[config.mk]
export PLATFORM = sky130hd
export DESIGN_NAME = lnk_top
export DESIGN_NICKNAME = d
export VERILOG_FILES = /design/src/lnk_top.v /design/src/lnk_tdr.v
export VERILOG_INCLUDE_DIRS = /design/src /design/src/src
export SDC_FILE = /design/constraint.sdc
export NUM_CORES = 1
export LEC_CHECK = 0
export ABC_AREA = 1
export BUFFER_PORTS_ARGS = -buffer_cell sky130_fd_sc_hd__buf_2
export CAP_MARGIN = 10
export CELL_PAD_IN_SITES_DETAIL_PLACEMENT = 1
export CELL_PAD_IN_SITES_GLOBAL_PLACEMENT = 1
export CORE_MARGIN = 5
export CORE_UTILIZATION = 40
export DETAILED_ROUTE_END_ITERATION = 8
export PLACE_DENSITY_LB_ADDON = 0.15
export SYNTH_ARGS = -nofsm -noshare
export SYNTH_HDL_FRONTEND = slang
export SYNTH_SLANG_ARGS = --single-unit
[constraint.sdc]
create_clock -name clk_sys -period 1.5 [get_ports clk_sys]
set_input_delay 0.3 -clock clk_sys [delete_from_list [all_inputs] [get_ports clk_sys]]
set_output_delay 0.3 -clock clk_sys [all_outputs]
set_load 0.02 [all_outputs]
[src/lnk_defs.vh]
// Constants for the link negotiation and AUI reflectometer block.
`ifndef LNK_DEFS_VH
`define LNK_DEFS_VH

// Register offsets on the register port.
`define LNK_OFF_CTRL        16'h011c
`define LNK_OFF_TDR         16'h013c
`define LNK_OFF_STAT        16'h013e

// Reset values, which are also the fixed identifying codes.
`define LNK_RST_CTRL        16'h001d
`define LNK_RST_TDR         16'h001c
`define LNK_RST_STAT        16'h001e
`define LNK_ID_CTRL         6'h1d
`define LNK_ID_TDR          6'h1c
`define LNK_ID_STAT         6'h1e

// Control field positions.
`define LNK_CTL_RESTART     6
`define LNK_CTL_ADV_FDX     7
`define LNK_CTL_NEG_EN      8
`define LNK_CTL_NPO         9
`define LNK_CTL_FORCE_FDX   15

// Status field positions.
`define LNK_ST_BUSY         7
`define LNK_ST_BURST        8
`define LNK_ST_DONE         11
`define LNK_ST_LOST         12
`define LNK_ST_HDX          14
`define LNK_ST_FDX          15

// Reflectometer count field.
`define LNK_TDR_LSB         6
`define LNK_TDR_W           10
`define LNK_TDR_MAX         10'h03ff

// Count rate and clock rate in Hz; the count advances once per clock cycle.
`define LNK_TDR_RATE_HZ     10000000
`define LNK_CLK_HZ          10000000
`define LNK_TDR_DIV         (`LNK_CLK_HZ / `LNK_TDR_RATE_HZ)

// Bursts needed in ability detect before acknowledging the partner.
`define LNK_BURSTS_NEEDED   3'h3

`endif

[src/lnk_top.v]
// Link auto-negotiation control and status with AUI reflectometer registers.
`timescale 1ns/1ps
`include "lnk_defs.vh"
module lnk_top (
   input  wire        clk_sys,               // System clock, 10 MHz.
   input  wire        rst_n,                 // Asynchronous reset, active low.
   input  wire [15:0] reg_addr,              // Register offset.
   input  wire        reg_rd,                // Read strobe, one cycle.
   input  wire        reg_wr,                // Write strobe, one cycle.
   input  wire [15:0] reg_wdata,             // Write data.
   output reg  [15:0] reg_rdata,             // Read data, valid cycle after strobe.
   input  wire        flp_burst_in,          // Partner fast pulse burst seen, async.
   input  wire        partner_fdx_in,        // Partner advertises full duplex, async.
   input  wire        link_good_in,          // Receive side reports good link, async.
   input  wire        aui_tx_in,             // AUI transmit active, async.
   input  wire        aui_collision_in,      // AUI collision, async.
   input  wire        aui_carrier_loss_in,   // AUI loss of carrier, async.
   output reg         nlp_tx_en,             // Send normal link pulses.
   output reg         flp_tx_en,             // Send fast link pulse bursts.
   output reg         tx_enable,             // Twisted-pair transmitter enable.
   output reg         adv_fdx_out,           // Full duplex in advertised abilities.
   output reg         duplex_indicator_out   // Full duplex indicator drive.
);

   // Negotiation states, one-hot. OFF: negotiation not allowed, the line is quiet
   // or runs a forced mode. ABIL: ability detect, counting partner bursts. ACK:
   // enough bursts seen, waiting for the receive side to call the link good. DONE:
   // finished; losing the link sends the sequencer back to ability detect.
   localparam [3:0] ST_OFF   = 4'h1;
   localparam [3:0] ST_ABIL  = 4'h2;
   localparam [3:0] ST_ACK   = 4'h4;
   localparam [3:0] ST_DONE  = 4'h8;

   // Six asynchronous pins share one synchroniser loop.
   localparam integer NSYNC = 6;

   // Address match, shared by the read and write decoders.
   // Offsets are compared in full, so no alias of a register ever responds.
   function hit;
      input [15:0] a;
      input [15:0] off;
      begin
         hit = (a == off);
      end
   endfunction

   // Synchroniser chains for the asynchronous pins.
   wire [NSYNC-1:0] pin_raw;
   reg  [NSYNC-1:0] sync1_r;
   reg  [NSYNC-1:0] sync2_r;
   reg  [NSYNC-1:0] sync3_r;
   wire [NSYNC-1:0] rise;

   // Bit order from zero: burst, partner full duplex, link good, transmit, collision, carrier.
   assign pin_raw = {aui_carrier_loss_in, aui_collision_in, aui_tx_in,
                     link_good_in, partner_fdx_in, flp_burst_in};

   // Every pin passes two flops; the third flop only serves the edge detector.
   // The chains reset to zero, the idle level of every pin, so no false edge
   // follows reset. Only the second flop reads the first.
   genvar gi;
   generate
      for (gi = 0; gi < NSYNC; gi = gi + 1) begin : g_sync
         always @(posedge clk_sys or negedge rst_n) begin
            if (!rst_n) begin
               sync1_r[gi] <= 1'b0;
               sync2_r[gi] <= 1'b0;
               sync3_r[gi] <= 1'b0;
            end else begin
               sync1_r[gi] <= pin_raw[gi];
               sync2_r[gi] <= sync1_r[gi];
               sync3_r[gi] <= sync2_r[gi];
            end
         end
         assign rise[gi] = sync2_r[gi] & ~sync3_r[gi];
      end
   endgenerate

   // Partner bursts and the reflectometer work on rising edges; the rest are levels.
   // Either fault stops the reflectometer, whichever arrives first.
   wire burst_p     = rise[0];
   wire partner_fdx = sync2_r[1];
   wire link_good   = sync2_r[2];
   wire aui_start_p = rise[3];
   wire aui_stop_p  = rise[4] | rise[5];

   // Control register fields. Only the defined bits are stored; the reserved
   // bits read back as zero and take no part in any decision.
   reg        restart_r;
   reg        adv_fdx_r;
   reg        neg_en_r;
   reg        npo_r;
   reg        force_fdx_r;

   // Status and negotiation state.
   // The burst counter only has to reach the threshold, so three bits suffice.
   reg [3:0]  state_r;
   reg [3:0]  state_nxt;
   reg [2:0]  burst_cnt_r;
   reg [2:0]  burst_cnt_nxt;
   reg        adv_lat_r;
   reg        adv_lat_nxt;
   reg        burst_seen_r;
   reg        burst_seen_nxt;
   reg        done_r;
   reg        done_nxt;
   reg        lost_r;
   reg        lost_nxt;
   reg        hdx_r;
   reg        hdx_nxt;
   reg        fdx_r;
   reg        fdx_nxt;

   wire       wr_ctrl = reg_wr & hit(reg_addr, `LNK_OFF_CTRL);
   wire       rd_tdr  = reg_rd & hit(reg_addr, `LNK_OFF_TDR);

   // Negotiation may only run when enabled and neither override is set.
   wire       neg_allowed = neg_en_r & ~npo_r & ~force_fdx_r;
   wire       restart_wr  = wr_ctrl & reg_wdata[`LNK_CTL_RESTART]
                            & ~reg_wdata[`LNK_CTL_NPO]
                            & ~reg_wdata[`LNK_CTL_FORCE_FDX];
   // A negotiation begins on entry to ability detect, or when a pending restart
   // re-enters ability detect from itself, so the advertisement is sampled anew.
   wire       neg_begin   = state_nxt[1] & (~state_r[1] | restart_r);

   wire [`LNK_TDR_W-1:0] tdr_count;

   // Reflectometer counter; a host read clears it after the value is captured.
   // Start and stop pass the same synchroniser delay, so the delay cancels out
   // of the measured interval.
   lnk_tdr u_tdr (
      .clk_sys (clk_sys),
      .rst_n   (rst_n),
      .start_p (aui_start_p),
      .stop_p  (aui_stop_p),
      .clear_p (rd_tdr),
      .count   (tdr_count)
   );

   // Control register writes. Restart is held until the negotiation it asks for
   // actually begins, so a request made while disabled is kept, not lost.
   // Clearing negotiation enable drops the sequencer to OFF at once; software is
   // expected to write restart with it, and that restart then waits here.
   always @(posedge clk_sys or negedge rst_n) begin
      if (!rst_n) begin
         restart_r   <= 1'b0;
         adv_fdx_r   <= 1'b0;
         neg_en_r    <= 1'b0;
         npo_r       <= 1'b0;
         force_fdx_r <= 1'b0;
      end else begin
         if (wr_ctrl) begin
            adv_fdx_r   <= reg_wdata[`LNK_CTL_ADV_FDX];
            neg_en_r    <= reg_wdata[`LNK_CTL_NEG_EN];
            npo_r       <= reg_wdata[`LNK_CTL_NPO];
            force_fdx_r <= reg_wdata[`LNK_CTL_FORCE_FDX];
         end
         if (restart_wr) begin
            restart_r <= 1'b1;
         end else if (neg_begin) begin
            restart_r <= 1'b0;
         end
      end
   end

   // Negotiation sequencer and status flags.
   always @* begin
      state_nxt      = state_r;
      burst_cnt_nxt  = burst_cnt_r;
      adv_lat_nxt    = adv_lat_r;
      burst_seen_nxt = burst_seen_r;
      done_nxt       = done_r;
      lost_nxt       = lost_r;
      hdx_nxt        = hdx_r;
      fdx_nxt        = fdx_r;
      case (state_r)
         ST_OFF: begin
            // Leave as soon as the mode bits allow negotiation.
            if (neg_allowed) begin
               state_nxt = ST_ABIL;
            end
         end
         ST_ABIL: begin
            // Each synchronised burst edge counts; the threshold moves on to ACK.
            if (burst_p) begin
               burst_cnt_nxt = burst_cnt_r + 3'h1;
            end
            if (burst_cnt_r == `LNK_BURSTS_NEEDED) begin
               state_nxt = ST_ACK;
            end
         end
         ST_ACK: begin
            // The result is judged on the abilities latched at ability-detect entry.
            if (link_good) begin
               state_nxt = ST_DONE;
               done_nxt  = 1'b1;
               if (partner_fdx && adv_lat_r) begin
                  fdx_nxt = 1'b1;
               end else begin
                  hdx_nxt = 1'b1;
               end
            end
         end
         ST_DONE: begin
            // A link that was good has gone: record it and start over.
            if (!link_good) begin
               lost_nxt  = 1'b1;
               state_nxt = ST_ABIL;
            end
         end
         default: begin
            // An illegal code returns to OFF; the next cycle rebuilds from there.
            state_nxt = ST_OFF;
         end
      endcase

      // A forced restart throws the sequencer back to ability detect, from any
      // state including ability detect itself, so the abilities are sampled again.
      if (restart_r && neg_allowed) begin
         state_nxt = ST_ABIL;
      end
      if (!neg_allowed) begin
         state_nxt = ST_OFF;
      end

      // Clearing on restart request; entry to ability detect clears the rest. A
      // restart written as negotiation finishes wins: negotiation runs again anyway.
      if (restart_wr) begin
         done_nxt = 1'b0;
         hdx_nxt  = 1'b0;
         fdx_nxt  = 1'b0;
      end
      if (state_nxt[1] && (!state_r[1] || restart_r)) begin
         adv_lat_nxt    = adv_fdx_r;
         burst_cnt_nxt  = 3'h0;
         burst_seen_nxt = 1'b0;
         done_nxt       = 1'b0;
      end
      // A burst arriving as the flag is cleared still counts.
      // Bursts are ignored while negotiation is not allowed.
      if (burst_p && neg_allowed) begin
         burst_seen_nxt = 1'b1;
      end

      // Forced modes override whatever negotiation found. Once a forced mode is
      // cleared, its duplex status stays until a restart; half duplex also ends on a full duplex result.
      if (force_fdx_r) begin
         fdx_nxt = 1'b1;
         hdx_nxt = 1'b0;
      end else if (npo_r) begin
         hdx_nxt = 1'b1;
         fdx_nxt = 1'b0;
      end
      // Full duplex wins, so the two duplex flags never show together.
      if (fdx_nxt) begin
         hdx_nxt = 1'b0;
      end
   end

   // Sequencer flops. All status flags except busy live here, so a read sees
   // values that settled a full cycle earlier.
   always @(posedge clk_sys or negedge rst_n) begin
      if (!rst_n) begin
         state_r      <= ST_OFF;
         burst_cnt_r  <= 3'h0;
         adv_lat_r    <= 1'b0;
         burst_seen_r <= 1'b0;
         done_r       <= 1'b0;
         lost_r       <= 1'b0;
         hdx_r        <= 1'b0;
         fdx_r        <= 1'b0;
      end else begin
         state_r      <= state_nxt;
         burst_cnt_r  <= burst_cnt_nxt;
         adv_lat_r    <= adv_lat_nxt;
         burst_seen_r <= burst_seen_nxt;
         done_r       <= done_nxt;
         lost_r       <= lost_nxt;
         hdx_r        <= hdx_nxt;
         fdx_r        <= fdx_nxt;
      end
   end

   // Busy is derived, not stored, so it can never disagree with the state.
   // It drops the moment negotiation is disallowed, before the state follows.
   wire busy = neg_allowed & (state_r[1] | state_r[2]);

   // Line drive. With no mode bit set the line stays silent, so no link forms.
   // Bursts keep running in DONE so the partner keeps seeing our abilities; only
   // OFF silences them. nlp_tx_en and tx_enable lag the control bits by one register stage, the rest lag the sequencer flops by one.
   always @(posedge clk_sys or negedge rst_n) begin
      if (!rst_n) begin
         nlp_tx_en            <= 1'b0;
         flp_tx_en            <= 1'b0;
         tx_enable            <= 1'b0;
         adv_fdx_out          <= 1'b0;
         duplex_indicator_out <= 1'b0;
      end else begin
         nlp_tx_en            <= npo_r | force_fdx_r;
         flp_tx_en            <= neg_allowed & ~state_r[0];
         tx_enable            <= npo_r | force_fdx_r | neg_en_r;
         adv_fdx_out          <= adv_lat_r;
         duplex_indicator_out <= fdx_r;
      end
   end

   // Read mux; an unmapped offset returns zero.
   // The low six bits of every register carry its fixed code; reserved bits are zero.
   reg [15:0] rdata_nxt;
   always @* begin
      rdata_nxt = 16'h0000;
      if (hit(reg_addr, `LNK_OFF_TDR)) begin
         rdata_nxt = {tdr_count, `LNK_ID_TDR};
      end else if (hit(reg_addr, `LNK_OFF_CTRL)) begin
         rdata_nxt = {10'h000, `LNK_ID_CTRL};
         rdata_nxt[`LNK_CTL_RESTART]   = restart_r;
         rdata_nxt[`LNK_CTL_ADV_FDX]   = adv_fdx_r;
         rdata_nxt[`LNK_CTL_NEG_EN]    = neg_en_r;
         rdata_nxt[`LNK_CTL_NPO]       = npo_r;
         rdata_nxt[`LNK_CTL_FORCE_FDX] = force_fdx_r;
      end else if (hit(reg_addr, `LNK_OFF_STAT)) begin
         rdata_nxt = {10'h000, `LNK_ID_STAT};
         rdata_nxt[`LNK_ST_BUSY]  = busy;
         rdata_nxt[`LNK_ST_BURST] = burst_seen_r;
         rdata_nxt[`LNK_ST_DONE]  = done_r;
         rdata_nxt[`LNK_ST_LOST]  = lost_r;
         rdata_nxt[`LNK_ST_HDX]   = hdx_r;
         rdata_nxt[`LNK_ST_FDX]   = fdx_r;
      end
   end

   // Read data is captured on the strobe and then held.
   // The reflectometer count is captured on the same edge that clears it; the tick
   // of that edge is lost, as the count restarts from zero rather than one.
   always @(posedge clk_sys or negedge rst_n) begin
      if (!rst_n) begin
         reg_rdata <= 16'h0000;
      end else if (reg_rd) begin
         reg_rdata <= rdata_nxt;
      end
   end

endmodule // lnk_top

[src/lnk_tdr.v]
// Saturating AUI cable-fault reflectometer counter.
`timescale 1ns/1ps
`include "lnk_defs.vh"
module lnk_tdr (
   input  wire                   clk_sys,   // System clock, 10 MHz.
   input  wire                   rst_n,     // Asynchronous reset, active low.
   input  wire                   start_p,   // Pulse: AUI transmission begins.
   input  wire                   stop_p,    // Pulse: collision or loss of carrier.
   input  wire                   clear_p,   // Pulse: host read of the counter register.
   output wire [`LNK_TDR_W-1:0]  count      // Current count.
);

   reg                  run_r;
   reg                  run_nxt;
   reg [`LNK_TDR_W-1:0] cnt_r;
   reg [`LNK_TDR_W-1:0] cnt_nxt;

   // Start restarts from zero; stop freezes the count until read. Stop wins over
   // start in the same cycle, since the fault has already been seen.
   always @* begin
      run_nxt = run_r;
      cnt_nxt = cnt_r;
      if (clear_p) begin
         cnt_nxt = {`LNK_TDR_W{1'b0}};
      end
      if (start_p) begin
         run_nxt = 1'b1;
         cnt_nxt = {`LNK_TDR_W{1'b0}};
      end else if (run_r && !clear_p && cnt_r != `LNK_TDR_MAX) begin
         cnt_nxt = cnt_r + 10'h001;
      end
      if (stop_p) begin
         run_nxt = 1'b0;
      end
   end

   // State flops.
   always @(posedge clk_sys or negedge rst_n) begin
      if (!rst_n) begin
         run_r <= 1'b0;
         cnt_r <= {`LNK_TDR_W{1'b0}};
      end else begin
         run_r <= run_nxt;
         cnt_r <= cnt_nxt;
      end
   end

   assign count = cnt_r;

endmodule // lnk_tdr

Word-level counts from Yosys, hierarchy flattened
Index checks and enable logic that the tools add are counted.

operators by class
  multipliers = 0
  shifts and indexed selects = 0
  add/sub/neg operators = 2
  mux-type cells = 38
  reduce and logical (&&, ||, !) cells = 24
  div/mod/pow operators = 0
  bitwise operators = 30
  $lt $le $gt $ge = 0
  equality and inequality tests = 13

operators with widths
  operator                                        number
  == test 16 x 9 -> 1 bit, second input constant  3
  two-way mux 16 bit                              3
  two-way mux 10 bit                              3
  two-way mux 1 bit                               23
  two-way mux 4 bit                               5
  case mux 4 bit (4 select lines)                 1
  AND 1 bit                                       14
  != test 4 bit, second input constant            3
  NOT 1 bit                                       11
  adder 10 x 1 -> 10 bit, second input constant   1
  != test 10 bit, second input constant           1
  nonzero test 2 bit                              5
  nonzero test 5 bit                              2
  two-way mux 3 bit                               3
  nonzero test 3 bit                              3
  logical AND 1 bit                               6
  AND reduction 2 bit                             3
  AND reduction 3 bit                             2
  != test 5 bit, second input constant            1
  OR 1 bit                                        5
  == test 4 x 1 -> 1 bit, second input constant   1
  == test 4 x 2 -> 1 bit, second input constant   1
  == test 4 x 3 -> 1 bit, second input constant   1
  == test 4 bit, second input constant            1
  other kinds (4)                                 5

word-level totals
  memories = 0
  bits in registers = 66
  latch bits = 0
  memory bits (read-only) = 0
  memory bits (writable) = 0
  output and inout port bits = 21

Logic depth before layout (Yosys ltp)
Gate-level depths: netlist of the first run.

  depth after elaboration = 10
  gate-level depth with buffers = 10
  depth with buffers taken out = 10

Cells and area by module
A second synthesis of the first run with hierarchy kept.

second synthesis, totals
  cell total of the unflattened synthesis = 357
  area total of the unflattened synthesis = 3031.7 um^2

by module, submodules not included
  module   sequential area each (um^2)  cells an instance  instances  area each (um^2)
  lnk_top  1302.5                       262                1          2348.5
  lnk_tdr  275.3                        95                 1          683.2

Least setup slack after synthesis of the first run
Ideal clock, no wire load.

  kind = flip-flop to flip-flop
  from = reg u_tdr.cnt_r[0] (netlist: u_tdr.count[0])
  to = reg u_tdr.cnt_r[6] (netlist: u_tdr.count[6])
  period minus slack after synthesis = 1345 ps
  arrival = 1227 ps
  cell stages (with the launch flop) = 11
  path buffers = 0
  setup slack = 155 ps
  setup time = 118 ps
  path through = dfrtp_1 > ha_1 > nand3_2 > nor2_2 > nand3_2 > nand2_4 > inv_6 > nand2_1 > nand2_1 > inv_1 > nor2_2

on the way
  word-level cells in the longest chain between the ends = 4

RTL lines
  item                                                            line          text
  start, declared                                                 lnk_tdr.v:15  reg [`LNK_TDR_W-1:0] cnt_r;
  start signal, assigned                                          lnk_tdr.v:41  cnt_r <= {`LNK_TDR_W{1'b0}};
  start signal, assigned                                          lnk_tdr.v:44  cnt_r <= cnt_nxt;
  branches (longest 4 deep; another with adder 10 x 1 -> 10 bit)  -

Several ways; the timed one is not identified.
A chain may end at the register's enable or synchronous reset.

Worst setup path after layout of the first run
  from = reg u_tdr.cnt_r[0] (netlist: u_tdr.count[0])
  to = reg u_tdr.cnt_r[8] (netlist: u_tdr.count[8])

Same word-level chain as after synthesis.

==> flow_summary_export.csv, run 1 <==
group,metric,value,unit
timing,final.min_clock_period,1459,ps
yosys,synth_top_cell_area_share,52.97,%
final_layout,diodes,0,
placed_design,portBuffers,50,
timing,fin_crit_sh,97.23,%
yosys,syn_area_per_cell,8.822,um2
critical_path,cp_data_required_time,1730,ps
pwr,leakage,1.934,nW
global_route,grt_max_degree,64,
clock_tree,cts_sinks,63,
critical_path,r2r-start,"u_tdr.count[0]$_DFFE_PN0P_",
yosys,synthCells,332,
final_layout,final_cells,507,
min_path,worstHoldStart,"aui_carrier_loss_in",
critical_path,crit_fanout,10,
critical_path,endpoint_kind,"flop",
detailed_routing,drtIter0Drc,104,
yosys,yosysUniqueCellTypes,39,
clock_tree,cts_buffer_depth,2,
yosys,synthTopCellsByCount,"nand2_1, dfrtp_1, inv_1",
critical_path,arrival,1690,ps
yosys,synth-main-ff-cell,"dfrtp_1",
critical_path,cp_cell_sequence,"ha_4, nand3_4, nor2_4, nand3_2, nand2_4, inv_8, nand3_2, nand2_1, nand2_1, nor2_1",
yosys,yosysSeqAreaShare,53.87,%
critical_path,critical_path.slowest_cell,"dfrtp_1",
global_route,grt_use_total,17.62,%
global_route,grt_pass1_wl,12.37,mm
timing,finalHoldViolations,0,
yosys,netlist_area,0.002929,mm2
clock_tree,cts_max_level,3,
yosys,syn_nets,377,
yosys,synth_edf_count,0,
final_layout,num-nets-final,448,
timing,setup_ws,41.49,ps
yosys,ys_ff_latch,63,
detailed_routing,via_count,2387,
timing,setup_viol,0,
min_path,holdPathStages,1,
min_path,hold_class,"in -> reg",
clock_tree,clk_pin_slew_worst_paths,80,ps
floorplanning,die_area,0.009134,mm2
floorplanning,coreArea,0.007176,mm2
critical_path,r2r_slack,40,ps
timing,drv_slew,0,
timing,fin_worst_skew,7.084,ps
floorplanning,die_w,95.57,um
status,status,"finished clean",
global_route,antenna_found_initial,0,
critical_path,crit_path_start_kind,"flop",
floorplanning,start_util,40.82,%
final_layout,layout-drive-gt1-share,31.13,%
final_layout,area_growth,26.10,%
detailed_routing,ant_nets,0,
critical_path,reg2reg_depth,10,
timing,max_freq,685.6,MHz
pwr,peakVddDrop,0.4304,mV
critical_path,critPathKind,"reg -> reg",
flow_run,maxCapViolCount,0,
timing,totalNegativeSetupSlack,0,ps
clock_tree,clockRootBuffer,"clkbuf_8",
detailed_routing,wl_per_cell,14.15,um
yosys,synth.top_cells.by_area,"dfrtp_1, nand2_1, inv_1, nand3_1, nor2_1",
floorplanning,io_pins,63,
global_route,grt_pass1_vias,2599,
critical_path,cpPeakStageDelay,410,ps
final_layout,finish.instance_area,0.003694,mm2
yosys,yosysTopAreaCell,"dfrtp_1",
placed_design,hpwl,5.336,mm
final_layout,fin_util,51.47,%
yosys,synth.most_common_cell,"nand2_1",
placed_design,finalWeightedCongestion,0.8038,
floorplanning,die_h,95.57,um
clock_tree,numCtsBuffers,9,
pwr,power.density,991.2,mW/mm2
detailed_routing,drtPass1Iterations,4,
detailed_routing,viasPerCell,4.708,
min_path,hold_end,"sync1_r[5]$_DFF_PN0_",
critical_path,reg2reg_to,"u_tdr.count[8]$_DFFE_PN0P_",
detailed_routing,wl,7.176,mm
timing,rsz0062_at_grt,"yes",
detailed_routing,drc,0,
clock_tree,clock_latency,340,ps
placed_design,pre_cts_slack,-24.76,ps
placed_design,dp_cells,488,
placed_design,placed_area,0.003374,mm2
clock_tree,cts_tree,"yes",
yosys,ys.warnings.count,0,
floorplanning,num_rows,31,
yosys,ys_async_sr_fraction,100.0,%
global_route,overflow,0,
## placed cells by master, fill, tap and decap left out, types with 2 or more instances in the layout
master and instances:
a21oi_1 8, buf_2 50, buf_4 13, bufinv_16 2, clkbuf_8 9, clkinv_4 2, clkinvlp_4 2, dfrtp_1 62
inv_1 49, inv_2 4, nand2_1 85, nand2_2 6, nand2_4 3, nand3_1 25, nand3_2 7, nand3_4 2
nand4_1 4, nor2_1 21, nor2_2 7, nor2_4 5, nor3_1 2, nor3_2 2, nor3b_1 2, o21ai_0 7
o21ai_1 5, o21bai_1 2
## through the flow
stage / total power, mW / hold WS (ps)
after global routing: 3.830 / 37.78
after floorplan: 1.889 / 4.409
after detailed placement: 2.026 / 336.4
after CTS: 3.689 / 45.01
after global placement: 2.012 / 332.0
final: 3.661 / 56.65
## layout make-up
cell class | count | area [um2]
Clock buffer | 9 | 123.9
Clock inverter | 7 | 97.59
Fill cell | 889 | 3482
Inverter | 55 | 216.5
Multi-Input combinational cell | 209 | 1176
Sequential cell | 63 | 1578
Tap cell | 99 | 123.9
Timing Repair Buffer | 65 | 377.9
## report_power, final
group          internal (mW)  switching (mW)
Combinational         0.0955           0.145
Clock                  0.937           0.717
Sequential              1.74          0.0298
Total                   2.77           0.892
## registers in the layout, summed over array words and instances, names as in the netlist, 3 cells and up
register     flops
burst_cnt_r      3
sync2_r          4
state_r          4
sync1_r          6
sync3_r          4
u_tdr.count     10
reg_rdata       13
## cells by family (layout without fill, tap and decap cells)
| logic type | count (synthesis) | after routing | synth area share [%] |
|---|---|---|---|
| and+or+nand+nor | 177 | 177 | 30.84 |
| DFF | 63 | 63 | 53.87 |
| buffers and inverters | 60 | 136 | 8.372 |
| AOI/OAI and AO/OA | 27 | 27 | 5.212 |
| adders and majority gates | 3 | 3 | 1.282 |
| other | 1 | 1 | 0.1280 |
| xor gates and xnor gates | 1 | 1 | 0.2991 |
## metal layers
metal	vias up	global-route usage, %	wire length, um
li1	1179	-	-
met1	1138	24.86	3487
met2	58	26.17	3195
met3	12	4.104	350
met4	0	6.754	143
met5	-	0	0
## how the worst max path moves through the flow
stage | start | endpoint | slack [ps] | cells after the start
floorplan | u_tdr.count[0]$_DFFE_PN0P_ | u_tdr.count[6]$_DFFE_PN0P_ | 150 | 10
global placement | reg_addr[14] | reg_rdata[12]$_DFFE_PN0P_ | 20 | 10
detailed placement | reg_addr[9] | reg_rdata[11]$_DFFE_PN0P_ | -20 | 10
CTS | u_tdr.count[0]$_DFFE_PN0P_ | u_tdr.count[8]$_DFFE_PN0P_ | 10 | 7
global route | u_tdr.count[0]$_DFFE_PN0P_ | u_tdr.count[6]$_DFFE_PN0P_ | -40 | 10
finish | u_tdr.count[0]$_DFFE_PN0P_ | u_tdr.count[8]$_DFFE_PN0P_ | 40 | 10
## worst max-delay path: cells and delay by family (launching register included)
family | cells | cell delay, ps
buffers and inverters | 1 | 60
adders and majority gates | 1 | 170
DFF | 1 | 410
and+or+nand+nor | 8 | 700
## timing repair
item                                    4_1_cts  5_1_grt
hold buffers                                  1        0
hold endpoints to repair                     62        0
buffers inserted                              0        2
resized for setup                             0       19
endpoints found under the setup margin        0       15
No activity file was read; power rests on OpenSTA's default activity.
==> run 2: changes to the inputs <==
- BUFFER_PORTS_ARGS: -buffer_cell sky130_fd_sc_hd__buf_2 -> default
- CORE_UTILIZATION: 40 -> 42
- DONT_BUFFER_PORTS: default -> 1
- clock period: 1.5 -> 1.3 ns (I/O delays scaled with it)
==> flow_summary_export.csv, run 2 (synthesis gave the netlist of run 1 again) <==
group,metric,value,unit
floorplanning,num_rows,30,
critical_path,cpPeakStageDelay,420,ps
pwr,peakVddDrop,0.5756,mV
global_route,grt_pass1_wl,12.02,mm
detailed_routing,wl,7.562,mm
final_layout,diodes,0,
status,violations,"hold timing, setup timing",
critical_path,cp_data_required_time,1530,ps
timing,setup_viol,18,
pwr,leakage,1.843,nW
timing,finalHoldViolations,63,
global_route,antenna_found_initial,0,
timing,drv_slew,0,
final_layout,largest-register,"reg_rdata",
detailed_routing,drtIter0Drc,59,
clock_tree,clock_latency,340,ps
final_layout,area_growth,28.88,%
floorplanning,start_util,43.11,%
critical_path,endpoint_kind,"flop",
placed_design,finalWeightedCongestion,0.7789,
final_layout,multi_input_area,0.001316,mm2
final_layout,largest_reg_flops,13,
timing,setup_ws,-170.5,ps
timing,fin_worst_skew,14.16,ps
floorplanning,die_area,0.008744,mm2
min_path,hold_class,"in -> async",
critical_path,cp_cell_sequence,"ha_4, nand3_4, nor2_4, nand3_2, nand2_4, inv_8, nand3_2, nand2_1, nand2_1, nor2_1",
global_route,grt_pass1_vias,2478,
status,status,"complete, but fails checks",
clock_tree,cts_tree,"yes",
critical_path,cp_top_family,"simple AND/OR/NAND/NOR gates",
timing,rsz0062_at_grt,"yes",
placed_design,hpwl,5.046,mm
pwr,power.density,1110,mW/mm2
clock_tree,clk_pin_slew_worst_paths,80,ps
detailed_routing,viasPerCell,4.916,
global_route,grt_max_degree,64,
final_layout,num-nets-final,422,
critical_path,path_buf_inv,1,
timing,fin_crit_sh,113.1,%
detailed_routing,drc,0,
critical_path,reg2reg_depth,10,
floorplanning,io_pins,63,
clock_tree,ctsHoldBuffers,6,
critical_path,arrival,1700,ps
timing,fin_hold_ws,-395.8,ps
clock_tree,cts_sinks,63,
final_layout,seq_area,0.001579,mm2
final_layout,layout_common_cells,"nand2_1, dfrtp_1, inv_1, buf_4, nand3_1",
clock_tree,numCtsBuffers,9,
final_layout,layout-drive-gt1-share,34.55,%
flow_run,maxCapViolCount,0,
final_layout,final_common_cell,"nand2_1",
clock_tree,clockRootBuffer,"clkbuf_8",
detailed_routing,via_count,2350,
floorplanning,die_h,93.51,um
critical_path,r2r_slack,-170,ps
placed_design,pre_cts_slack,-114.2,ps
placed_design,portBuffers,0,
floorplanning,die_w,93.51,um
floorplanning,coreArea,0.006794,mm2
global_route,grt_use_total,17.66,%
timing,final.min_clock_period,1471,ps
final_layout,nFillCells,779,
critical_path,crit_fanout,8,
timing,max_freq,680.0,MHz
detailed_routing,ant_nets,0,
pwr,p_total,4.191,mW
clock_tree,cts_buffer_depth,2,
detailed_routing,wl_per_cell,15.82,um
global_route,overflow,0,
clock_tree,cts_max_level,3,
critical_path,crit_cells,10,
critical_path,critPathKind,"reg -> reg",
detailed_routing,drtPass1Iterations,4,
critical_path,crit_path_start_kind,"flop",
critical_path,critical_path.slowest_cell,"dfrtp_1",
## run 2: cell count changes in the layout (fill, tap and decap cells not counted), moves of 3 or more
cell           delta
a21oi_1           -3
a21oi_2           +3
buf_2            -50
buf_4            +15
buf_6             +4
dlygate4sd3_1     +5
inv_1             -9
inv_2             +9
nand2_1          -10
nand2_2           +8
nand3_1           -4
## run 2: metrics by stage
step	utilization [%]	instances	instance area (um2)	TNS, ps
4_1_cts	52.47	474	3565	-1415
5_1_grt	55.56	478	3775	-3508
3_5_place_dp	47.00	446	3193	-1156
2_1_floorplan	-	332	2932	-105.6
3_3_place_gp	47.00	446	3193	-451.6
6_report	55.56	478	3775	-1631
## run 2: final timing paths
path                                            start                    endpoint
setup / recovery           u_tdr.count[0]$_DFFE_PN0P_  u_tdr.count[9]$_DFFE_PN0P_
hold / removal                                  rst_n     force_fdx_r$_DFFE_PN0N_
setup reg to reg           u_tdr.count[0]$_DFFE_PN0P_  u_tdr.count[9]$_DFFE_PN0P_
hold reg to reg                  sync1_r[3]$_DFF_PN0_        sync2_r[3]$_DFF_PN0_
max in group asynchronous                       rst_n      state_r[0]$_DFFE_PN1P_
min in group clk_sys                           reg_rd   reg_rdata[15]$_DFFE_PN0P_
## run 2: area by class of cell
cell class / instances / share of cell area [%]
Sequential cell: 63 / 41.83
Clock buffer: 9 / 3.281
Timing Repair inverter: 1 / 0.1657
Clock inverter: 7 / 2.585
Tap cell: 96 / 3.182
Inverter: 55 / 5.734
Timing Repair Buffer: 38 / 8.353
Multi-Input combinational cell: 209 / 34.87
## run 2: what timing repair did
action,4_1_cts,5_1_grt
hold endpoints to repair,69,63
gates resized for setup,17,49
pin swaps,14,24
setup buffers,6,3
cloned,0,1
setup endpoints to repair,22,24
## run 2: power breakdown
group | switching [mW] | internal, mW | leakage (nW)
Clock | 0.822 | 1.08 | 0.105
Sequential | 0.0376 | 2.00 | 0.798
Combinational | 0.139 | 0.107 | 0.939
## run 2: per-layer routing
metal	vias up	part of all wire, %	track usage (%)
li1	1125	-	-
met1	1156	42	21.63
met2	61	52	30.91
met3	8	4.4	3.540
met4	0	0.95	5.861
met5	-	0	0
==> run 3: changes to the inputs <==
==> constraint.sdc (replaced) <==
create_clock -name clk_sys -period 1.3 [get_ports clk_sys]
set_input_delay 0.065 -clock clk_sys [delete_from_list [all_inputs] [get_ports clk_sys]]
set_output_delay 0.065 -clock clk_sys [all_outputs]
set_load 0.02 [all_outputs]
==> flow_summary_export.csv, run 3 (synthesis gave the netlist of run 1 again) <==
group,metric,value,unit
floorplanning,start_util,43.11,%
flow_run,maxCapViolCount,0,
global_route,overflow,0,
timing,setup_viol,17,
final_layout,layout_common_cells,"nand2_1, dfrtp_1, inv_1, buf_4, nand3_1",
critical_path,critical_path.slowest_cell,"dfrtp_1",
detailed_routing,wl_per_cell,15.98,um
critical_path,cp_common_cell,"nand3_2",
final_layout,area_growth,30.03,%
clock_tree,clockRootBuffer,"clkbuf_8",
final_layout,layout-drive-gt1-share,31.90,%
critical_path,reg2reg_to,"u_tdr.count[8]$_DFFE_PN0P_",
placed_design,finalWeightedCongestion,0.8049,
pwr,power.density,1050,mW/mm2
floorplanning,die_h,93.51,um
placed_design,portBuffers,0,
final_layout,largest_reg_flops,13,
global_route,antenna_found_initial,0,
critical_path,cpPeakStageDelay,360,ps
final_layout,multi_input_area,0.001256,mm2
clock_tree,clock_latency,350,ps
clock_tree,cts_max_level,3,
clock_tree,cts_sinks,63,
placed_design,dp_cells,445,
pwr,p_total,3.999,mW
placed_design,hpwl,5.031,mm
placed_design,placed_area,0.003186,mm2
final_layout,final_cells,491,
clock_tree,cts_buffer_depth,2,
timing,fin_hold_ws,-601.6,ps
final_layout,nFillCells,776,
global_route,grt_use_total,18.41,%
timing,setup_ws,-147.9,ps
timing,finalHoldViolations,63,
global_route,grt_pass1_vias,2578,
timing,rsz0062_at_grt,"yes",
clock_tree,cts_tree,"yes",
final_layout,seq_area,0.001579,mm2
clock_tree,numCtsBuffers,9,
floorplanning,num_rows,30,
timing,fin_worst_skew,6.956,ps
detailed_routing,viasPerCell,4.882,
critical_path,cp_data_required_time,1540,ps
timing,drv_slew,0,
critical_path,reg2reg_depth,10,
timing,fin_crit_sh,111.4,%
detailed_routing,wl,7.845,mm
min_path,hold_class,"in -> async",
floorplanning,die_w,93.51,um
timing,final.min_clock_period,1448,ps
critical_path,endpoint_kind,"flop",
detailed_routing,ant_nets,0,
status,status,"complete, but fails checks",
final_layout,finish.instance_area,0.003809,mm2
floorplanning,io_pins,63,
global_route,grt_max_degree,64,
critical_path,r2r_slack,-150,ps
detailed_routing,drc,0,
detailed_routing,via_count,2397,
global_route,grt_pass1_wl,12.30,mm
clock_tree,clk_pin_slew_worst_paths,80,ps
timing,max_freq,690.7,MHz
pwr,peakVddDrop,0.7117,mV
status,violations,"hold timing, setup timing",
critical_path,critPathKind,"reg -> reg",
critical_path,arrival,1690,ps
final_layout,final_common_cell,"nand2_1",
critical_path,r2r-start,"u_tdr.count[0]$_DFFE_PN0P_",
detailed_routing,drtIter0Drc,49,
critical_path,crit_start,"u_tdr.count[0]$_DFFE_PN0P_",
final_layout,fin_util,56.06,%
clock_tree,ctsHoldBuffers,16,
critical_path,cp_cell_sequence,"ha_2, nand3_2, nor2_4, nand3_2, nand2_4, inv_8, nand3_2, nand2_1, nand2_1, nor2_1",
pwr,leakage,1.907,nW
final_layout,num-nets-final,435,
detailed_routing,drtPass1Iterations,4,
final_layout,largest-register,"reg_rdata",
final_layout,diodes,0,
floorplanning,coreArea,0.006794,mm2
critical_path,crit_path_start_kind,"flop",
floorplanning,die_area,0.008744,mm2
critical_path,crit_fanout,10,
## run 3: cell types whose count changed in the layout (fill, tap and decap cells not counted), sizes merged
cell          change
dlygate4sd3       +8
buf               +4
clkinv            +2
dlymetal6s4s      +2
bufinv            -1
clkinvlp          -1
inv               -1
## run 3: cell type report
class,count,share of cell area [%]
sequential,63,41.46
multi-input combinational,209,32.98
timing repair buffer,52,11.53
inverter,55,5.683
clock buffer,9,3.252
tap,96,3.154
clock inverter,7,1.938
## run 3: where the power goes
| group | total, mW | internal [mW] | leakage, nW | switching, mW |
|---|---|---|---|---|
| clock | 1.72 | 0.887 | 0.0992 | 0.830 |
| combinational | 0.252 | 0.113 | 1.01 | 0.139 |
| sequential | 2.03 | 2.00 | 0.798 | 0.0276 |
| total | 4.00 | 3.00 | 1.91 | 0.996 |
## run 3: how the worst max path moves through the flow
stage / end / depth (start not counted)
finish: u_tdr.count[8]$_DFFE_PN0P_ / 10
CTS: u_tdr.count[8]$_DFFE_PN0P_ / 10
global placement: adv_lat_r$_DFFE_PN0P_ / 6
detailed placement: u_tdr.count[6]$_DFFE_PN0P_ / 10
global route: u_tdr.count[6]$_DFFE_PN0P_ / 10
floorplan: u_tdr.count[6]$_DFFE_PN0P_ / 10
## run 3: per-stage QoR
stage / hold WS, ps / setup WS [ps] / setup TNS (ps)
after detailed placement: -228.9 / -111.8 / -1158
after CTS: -619.7 / -126.1 / -1187
after floorplan: -230.6 / -41.72 / -105.6
after global placement: -228.9 / -88.62 / -484.2
final: -601.6 / -147.9 / -1390
after global routing: -625.9 / -226.4 / -3180
## run 3: worst max-delay path: cells and delay by family, from the launching register on
| family | cells | cell delay [ps] |
|---|---|---|
| simple gates | 8 | 730 |
| fa+ha+maj | 1 | 190 |
| buf+inv | 1 | 70 |
| flops | 1 | 360 |
## run 3: what timing repair did
item	in CTS	in global routing
endpoints found under the hold margin	84	63
cloned	0	0
pin swaps	10	21
buffers inserted	5	9
gates resized for setup	17	34
endpoints found under the setup margin	19	29
## run 3: per-layer routing
metal / routed length [um] / GRT usage, % / vias up
li1: - / - / 1157
met3: 286 / 3.540 / 15
met5: 0 / 0 / -
met2: 4060 / 31.09 / 53
met1: 3334 / 22.02 / 1172
met4: 164 / 9.890 / 0
